--- src/design/umh_pkg.sv ---
// Purpose: constants shared by the modem handshake block
// Assumes: 8-bit register data, 3-bit register address
// Notes:   offsets are word indices of the plain register port
package umh_pkg;

    // register offsets
    localparam logic [2:0] ADDR_INT_MASK   = 3'h1;
    localparam logic [2:0] ADDR_INT_STAT   = 3'h2;
    localparam logic [2:0] ADDR_MODEM_CTRL = 3'h4;
    localparam logic [2:0] ADDR_MODEM_STAT = 3'h6;
    localparam logic [2:0] ADDR_TX_STAT    = 3'h7;

    // modem control fields
    localparam int MC_DTR_BIT  = 0;
    localparam int MC_RTS_BIT  = 1;
    localparam int MC_OUT1_BIT = 2;
    localparam int MC_OUT2_BIT = 3;
    localparam int MC_LOOP_BIT = 4;
    localparam logic [7:0] MC_WR_MASK = 8'h1F;

    // modem status fields: change flags low, levels high
    localparam int MS_DELTA_LSB = 0;
    localparam int MS_LEVEL_LSB = 4;
    localparam int MS_RI_IDX    = 2;

    // interrupt status and mask fields
    localparam int INT_TX_DONE_BIT = 0;
    localparam int INT_MODEM_BIT   = 3;
    localparam logic [7:0] INT_WR_MASK = 8'h09;

    // reset values
    localparam logic [7:0] MODEM_CTRL_RST = 8'h00;
    localparam logic [7:0] INT_MASK_RST   = 8'h00;
    localparam logic [7:0] INT_STAT_RST   = 8'h00;
    localparam logic [3:0] LINE_IDLE_N    = 4'hF;

    // input synchroniser depth
    localparam int SYNC_STAGES = 3;

endpackage : umh_pkg

--- src/design/umh_modem_handshake.sv ---
// Purpose: modem handshake outputs, modem status and interrupt
// Assumes: single clock core_clk, transmitter busy comes from
//          logic on the same clock
// Notes:   register data are 8 bits; read data stand one cycle
`timescale 1ns/1ps
module umh_modem_handshake (
    // clock and reset
    input  wire logic       core_clk,
    input  wire logic       reset,
    // register port
    input  wire logic [2:0] reg_addr,
    input  wire logic [7:0] reg_wdata,
    input  wire logic       reg_wr,
    input  wire logic       reg_rd,
    output logic      [7:0] reg_rdata,
    // interrupt
    output logic            irq,
    // modem lines
    input  wire logic       clear_to_send_in_n,
    input  wire logic       set_ready_in_n,
    input  wire logic       ring_indicator_in_n,
    input  wire logic       carrier_detect_in_n,
    output logic            request_to_send_out_n,
    output logic            terminal_ready_out_n,
    // transmitter status
    input  wire logic       tx_busy_in,
    output logic            tx_active_out
);

    // address match, used by all four strobes
    function automatic logic umh_hit(
        input logic [2:0] addr,
        input logic [2:0] target
    );
        umh_hit = (addr == target);
    endfunction : umh_hit

    // register state
    logic [7:0] modem_control_reg_r;
    logic [7:0] int_mask_r;
    logic [7:0] int_stat_r;
    logic [7:0] int_stat_nxt;
    logic [3:0] delta_r;
    logic [3:0] delta_nxt;
    logic [3:0] line_prev_n_r;
    logic [7:0] rdata_r;
    logic [7:0] rdata_nxt;

    // output flops
    logic       rts_n_r;
    logic       dtr_n_r;
    logic       tx_active_r;
    logic       tx_busy_prev_r;

    // decoded strobes
    logic       wr_ctrl;
    logic       wr_mask;
    logic       wr_stat;
    logic       rd_modem_stat;

    // line levels
    logic [3:0] pin_raw_n;
    logic [3:0] pin_sync_n;
    logic [3:0] loop_src_n;
    logic [3:0] line_n;
    logic [3:0] delta_set;
    logic       loop_mode;
    logic       modem_event;
    logic       ring_fall;
    logic       tx_done_event;

    // strobe decode
    assign wr_ctrl       = reg_wr & umh_hit(reg_addr, umh_pkg::ADDR_MODEM_CTRL);
    assign wr_mask       = reg_wr & umh_hit(reg_addr, umh_pkg::ADDR_INT_MASK);
    assign wr_stat       = reg_wr & umh_hit(reg_addr, umh_pkg::ADDR_INT_STAT);
    assign rd_modem_stat = reg_rd & umh_hit(reg_addr, umh_pkg::ADDR_MODEM_STAT);

    assign loop_mode = modem_control_reg_r[umh_pkg::MC_LOOP_BIT];

    // modem pins in status order: cts, dsr, ri, dcd
    assign pin_raw_n = {
        carrier_detect_in_n,
        ring_indicator_in_n,
        set_ready_in_n,
        clear_to_send_in_n
    };

    // pins cross into core_clk through three flops
    umh_sync3 #(
        .WIDTH    (4),
        .IDLE_VAL (umh_pkg::LINE_IDLE_N)
    ) u_sync (
        .core_clk   (core_clk),
        .reset      (reset),
        .async_in   (pin_raw_n),
        .stable_out (pin_sync_n)
    );

    // loopback feeds control bits back as line levels
    assign loop_src_n = ~{
        modem_control_reg_r[umh_pkg::MC_OUT2_BIT],
        modem_control_reg_r[umh_pkg::MC_OUT1_BIT],
        modem_control_reg_r[umh_pkg::MC_DTR_BIT],
        modem_control_reg_r[umh_pkg::MC_RTS_BIT]
    };

    // pins are cut off from status in loopback
    assign line_n = loop_mode ? loop_src_n : pin_sync_n;

    // previous line levels for change detection
    always_ff @(posedge core_clk or posedge reset) begin
        if (reset) begin
            line_prev_n_r <= umh_pkg::LINE_IDLE_N;
        end else begin
            line_prev_n_r <= line_n;
        end
    end

    // per-line change events
    genvar gi;
    generate
        for (gi = 0; gi < 4; gi++) begin : g_delta
            if (gi == umh_pkg::MS_RI_IDX) begin : g_ri
                // ring flags only the input going low to high
                assign delta_set[gi] = line_n[gi] & ~line_prev_n_r[gi];
            end else begin : g_any
                // any level change counts
                assign delta_set[gi] = line_n[gi] ^ line_prev_n_r[gi];
            end
        end
    endgenerate

    // ring interrupts on either edge but flags only its rise
    assign ring_fall   = ~line_n[umh_pkg::MS_RI_IDX] & line_prev_n_r[umh_pkg::MS_RI_IDX];
    assign modem_event = (|delta_set) | ring_fall;

    // change flags; a new event wins over the read clear
    always_comb begin
        delta_nxt = delta_r;
        if (rd_modem_stat) begin
            delta_nxt = 4'h0;
        end
        delta_nxt = delta_nxt | delta_set;
    end

    always_ff @(posedge core_clk or posedge reset) begin
        if (reset) begin
            delta_r <= 4'h0;
        end else begin
            delta_r <= delta_nxt;
        end
    end

    // modem control register
    always_ff @(posedge core_clk or posedge reset) begin
        if (reset) begin
            modem_control_reg_r <= umh_pkg::MODEM_CTRL_RST;
        end else if (wr_ctrl) begin
            modem_control_reg_r <= reg_wdata & umh_pkg::MC_WR_MASK;
        end
    end

    // interrupt mask register
    always_ff @(posedge core_clk or posedge reset) begin
        if (reset) begin
            int_mask_r <= umh_pkg::INT_MASK_RST;
        end else if (wr_mask) begin
            int_mask_r <= reg_wdata & umh_pkg::INT_WR_MASK;
        end
    end

    // end of a transmission, seen on busy falling
    assign tx_done_event = tx_busy_prev_r & ~tx_busy_in;

    // sticky status: write one to clear, set wins over clear
    always_comb begin
        int_stat_nxt = int_stat_r;
        if (wr_stat) begin
            int_stat_nxt = int_stat_nxt & ~(reg_wdata & umh_pkg::INT_WR_MASK);
        end
        if (rd_modem_stat) begin
            int_stat_nxt[umh_pkg::INT_MODEM_BIT] = 1'b0;
        end
        if (modem_event) begin
            int_stat_nxt[umh_pkg::INT_MODEM_BIT] = 1'b1;
        end
        if (tx_done_event) begin
            int_stat_nxt[umh_pkg::INT_TX_DONE_BIT] = 1'b1;
        end
    end

    always_ff @(posedge core_clk or posedge reset) begin
        if (reset) begin
            int_stat_r <= umh_pkg::INT_STAT_RST;
        end else begin
            int_stat_r <= int_stat_nxt;
        end
    end

    // level interrupt from unmasked status
    assign irq = |(int_stat_r & int_mask_r);

    // handshake outputs, inactive high at reset and in loopback
    always_ff @(posedge core_clk or posedge reset) begin
        if (reset) begin
            rts_n_r <= 1'b1;
            dtr_n_r <= 1'b1;
        end else begin
            rts_n_r <= ~(modem_control_reg_r[umh_pkg::MC_RTS_BIT] & ~loop_mode);
            dtr_n_r <= ~(modem_control_reg_r[umh_pkg::MC_DTR_BIT] & ~loop_mode);
        end
    end

    assign request_to_send_out_n = rts_n_r;
    assign terminal_ready_out_n  = dtr_n_r;

    // transmit activity follows busy only, never clear-to-send
    always_ff @(posedge core_clk or posedge reset) begin
        if (reset) begin
            tx_active_r    <= 1'b0;
            tx_busy_prev_r <= 1'b0;
        end else begin
            tx_active_r    <= tx_busy_in;
            tx_busy_prev_r <= tx_busy_in;
        end
    end

    assign tx_active_out = tx_active_r;

    // read mux; zero outside a read and on unmapped offsets
    always_comb begin
        rdata_nxt = 8'h00;
        if (reg_rd) begin
            unique case (reg_addr)
                umh_pkg::ADDR_MODEM_CTRL: rdata_nxt = modem_control_reg_r;
                umh_pkg::ADDR_INT_MASK:   rdata_nxt = int_mask_r;
                umh_pkg::ADDR_INT_STAT:   rdata_nxt = int_stat_r;
                umh_pkg::ADDR_MODEM_STAT: begin
                    rdata_nxt[umh_pkg::MS_LEVEL_LSB +: 4] = ~line_n;
                    rdata_nxt[umh_pkg::MS_DELTA_LSB +: 4] = delta_r;
                end
                umh_pkg::ADDR_TX_STAT:    rdata_nxt = {7'h00, tx_active_r};
                default:                  rdata_nxt = 8'h00;
            endcase
        end
    end

    // read data register
    always_ff @(posedge core_clk or posedge reset) begin
        if (reset) begin
            rdata_r <= 8'h00;
        end else begin
            rdata_r <= rdata_nxt;
        end
    end

    assign reg_rdata = rdata_r;

endmodule : umh_modem_handshake

--- src/design/umh_sync3.sv ---
// Purpose: three-flop synchroniser with agreement filter
// Assumes: inputs idle high, asynchronous to core_clk
// Notes:   the output moves only when stages two and three agree
`timescale 1ns/1ps
module umh_sync3 #(
    parameter int          WIDTH    = 4,
    parameter logic [3:0]  IDLE_VAL = 4'hF
) (
    // clock and reset
    input  wire logic             core_clk,
    input  wire logic             reset,
    // asynchronous input and filtered output
    input  wire logic [WIDTH-1:0] async_in,
    output logic      [WIDTH-1:0] stable_out
);

    logic [WIDTH-1:0] stage1_r;
    logic [WIDTH-1:0] stage2_r;
    logic [WIDTH-1:0] stage3_r;
    logic [WIDTH-1:0] stable_r;

    // shift chain; stage1 feeds only stage2
    always_ff @(posedge core_clk or posedge reset) begin
        if (reset) begin
            stage1_r <= IDLE_VAL[WIDTH-1:0];
            stage2_r <= IDLE_VAL[WIDTH-1:0];
            stage3_r <= IDLE_VAL[WIDTH-1:0];
        end else begin
            stage1_r <= async_in;
            stage2_r <= stage1_r;
            stage3_r <= stage2_r;
        end
    end

    // accept a bit once stages two and three agree
    always_ff @(posedge core_clk or posedge reset) begin
        if (reset) begin
            stable_r <= IDLE_VAL[WIDTH-1:0];
        end else begin
            stable_r <= (stage2_r & stage3_r) | (stable_r & (stage2_r ^ stage3_r));
        end
    end

    assign stable_out = stable_r;

endmodule : umh_sync3

--- config.mk ---
export PLATFORM = sky130hd
export DESIGN_NAME = umh_modem_handshake
export DESIGN_NICKNAME = d
export VERILOG_FILES = /design/src/design/umh_pkg.sv /design/src/design/umh_modem_handshake.sv /design/src/design/umh_sync3.sv
export SDC_FILE = /design/constraint.sdc
export NUM_CORES = 1
export LEC_CHECK = 0
export ABC_AREA = 1
export BUFFER_PORTS_ARGS = -buffer_cell sky130_fd_sc_hd__buf_4
export CORE_ASPECT_RATIO = 1.25
export CORE_MARGIN = 2
export CORE_UTILIZATION = 29
export CTS_CLUSTER_DIAMETER = 30
export DETAILED_ROUTE_END_ITERATION = 8
export SYNTH_ARGS = -nofsm -noshare
export SYNTH_HDL_FRONTEND = slang
export SYNTH_SLANG_ARGS = --single-unit
--- constraint.sdc ---
create_clock -name core_clk -period 1.25 [get_ports core_clk]
set_clock_uncertainty 0.05 [all_clocks]
set_input_delay 0.25 -clock core_clk [delete_from_list [all_inputs] [get_ports core_clk]]
set_output_delay 0.25 -clock core_clk [all_outputs]
set_load 0.02 [all_outputs]
==> run metrics <==
status finished, violations left; failing checks setup timing; I/O pin total 32; M1 wire length between 1 and 1.5 mm; Finished Layout Cells around 310; clk buf depth 2; initial core utilization 0.302; routed vias 1310; Fmax approximately 0.74 GHz; drt pass-1 iters 4; DR WL met2 around 1.6 mm; DRC 0; Final setup viols 1; fraction of registers with async set/reset 1.00; total gr overflow 0; Worst Path Required 0.95 ns; Layout Nets roughly 250; dpl hpwl around 2.5 mm; CP startpoint kind flip-flop; CTS tree built; relative slew slack 0.737; Syn Std Cell Area between 1500 and 2000 µm²; via density per instance ~4.3; worst slack at placement between 0.06 and 0.07 ns; IO buf count 28; Tightest Pin Transition about 0.39 ns; Placer Congestion about 0.82; Post-synth top flop dfstp_2; final hold viol count 0; layout cells sized above 1 0.406; # diodes 0; worst setup margin -0.106 ns; number of DRC markers in iteration 0 30; CTS Buf Count 5; top cells by count, synth 45 x nand2_1, 22 x dfrtp_1, 22 x dfstp_2; Worst Setup End Kind output port; share of the synthesized area in the top cell type 0.327; Worst-path clk slew ~0.080 ns; syn_nets around 200; largest net degree at the start of global routing 17; EDFF count, synth 0; DR WL/cell ~11 µm; Die Width ~74 µm; critical path peak fanout 2; Core Region 5860 µm²; Yosys top cell by area dfstp_2; WHS around 0.015 ns; WP data arrival between 1 and 1.5 ns; number of global-route vias before repair 1311; Power Dens Cells 1420 nW/µm²; count leader, synth nand2_1; Layout Area Growth over Synthesis 33.8%; leakage power around 1.2 nW; num rows 31; number of max-cap violations 0; initial antenna violation count 0; met3 WL 162 µm; Final ANT Viol Nets 0; CTS H-tree depth 2; Setup Crit Path Kind reg -> out; crit path time final between 1 and 1.5 ns; Hold WC Path Type in -> reg; Pins Over Slew Limit 0; Clock Sink Count 44; Placed Instances 288; setup TNS -0.106 ns; first-pass GRT wire length roughly 6 mm; Reg area 1130 µm²; total track usage 0.113; Seq/Total Area, Yosys 0.637; die extent in y slightly above 90 µm; CTS Root Cell clkbuf_8; #FFs+latches synth 44; Yosys warning count 0; highest metal used met4; Cells after Synth between 150 and 200; Cell variety after synth 23; Clock Latency Late Sink roughly 0.29 ns; top cells by area, synth dfstp_2 33%, dfrtp_1 31%, nand2_1 9.5%; crit share post-route 1.09; RSZ-0062 raised after global routing true; area of the multi-input gates 556 µm²; die area ~6700 µm²; Peak supply drop about 0.73 mV; Avg Synthesized Cell Area roughly 10 µm²; Total Wirelength about 3.4 mm; fill count approximately 590
-- path summary, 6_finish.rpt --
path / start / end / slack (ns) / cells after the start
setup / recovery: int_mask_r[0] / irq / -0.11 / 2
hold reg to reg: u_sync.stage1_r[3] / u_sync.stage2_r[3] / 0.31 / 0
min in group asynchronous: reset / reg_rdata[3] / 0.45 / 3
setup reg to reg: u_sync.stable_out[1] / delta_r[1] / 0.09 / 6
hold / removal: carrier_detect_in_n / u_sync.stage1_r[3] / 0.02 / 1
max in group asynchronous: reset / line_prev_n_r[3] / 0.22 / 4
-- registers in the layout, indices dropped and copies added, names as in the netlist, 4 cells and up --
signal and cells:
u_sync.stage1_r 4, u_sync.stage3_r 4, modem_control_reg_r 5, reg_rdata 8
delta_r 4, line_prev_n_r 4, u_sync.stage2_r 4, u_sync.stable_out 4
-- cell type report --
| cell class | instances | share of cell area |
|---|---|---|
| clock buffer | 7 | 0.0365 |
| clock inverter | 1 | 0.00317 |
| inverter | 23 | 0.0401 |
| multi-input combinational | 103 | 0.235 |
| sequential | 44 | 0.477 |
| tap | 82 | 0.0433 |
| timing repair buffer | 46 | 0.165 |
-- what timing repair did --
action	4_1_cts	5_1_grt
hold buffers	4	0
hold endpoints to repair	10	0
setup endpoints to repair	3	6
resized for setup	3	12
buffers inserted	2	4
pin swaps	1	6
-- where the power goes --
| part | internal [mW] | total, mW | switching, mW |
|---|---|---|---|
| Combinational | 0.334 | 0.718 | 0.383 |
| Sequential | 1.64 | 1.73 | 0.0965 |
| Clock | 0.449 | 0.910 | 0.461 |
| Total | 2.42 | 3.36 | 0.940 |
-- metal layers --
metal,track usage,vias up
met4,0.0515,0
met2,0.179,29
met5,0,-
met3,0.0366,6
li1,-,652
met1,0.138,623
-- critical path, cell delays in order, from the launching register on --
cell	delay (ns)
dfrtp_1	0.39
a22o_1	0.24
buf_6	0.13
-- kinds of logic after synthesis --
logic type | share of synthesized area
fa+ha+maj | 0.0283
flops | 0.637
compound gates | 0.0544
simple gates | 0.217
buf+inv | 0.0629
-- cell usage in the layout (no fill, tap or decap), drive strengths merged --
cell / instances
nor2: 13
nand2: 46
inv: 22
nand3: 16
clkbuf: 7
o21ai: 9
clkinvlp: 2
a21o: 4
ha: 4
dfstp: 22
buf: 42
nand4: 4
dfrtp: 22
nand3b: 2
o21bai: 1
nor3: 2
a21oi: 1
dlygate4sd3: 4
a22o: 1
-- stage by stage --
| stage | total power [mW] | cell area, µm² | util |
|---|---|---|---|
| floorplan | 2.11 | 1770 | - |
| global placement | 2.34 | 2150 | 0.367 |
| detailed placement | 2.37 | 2150 | 0.367 |
| CTS | 3.33 | 2310 | 0.394 |
| global route | 3.57 | 2370 | 0.404 |
| finish | 3.36 | 2370 | 0.404 |
Note: power is estimated with default switching activity, not from simulation.
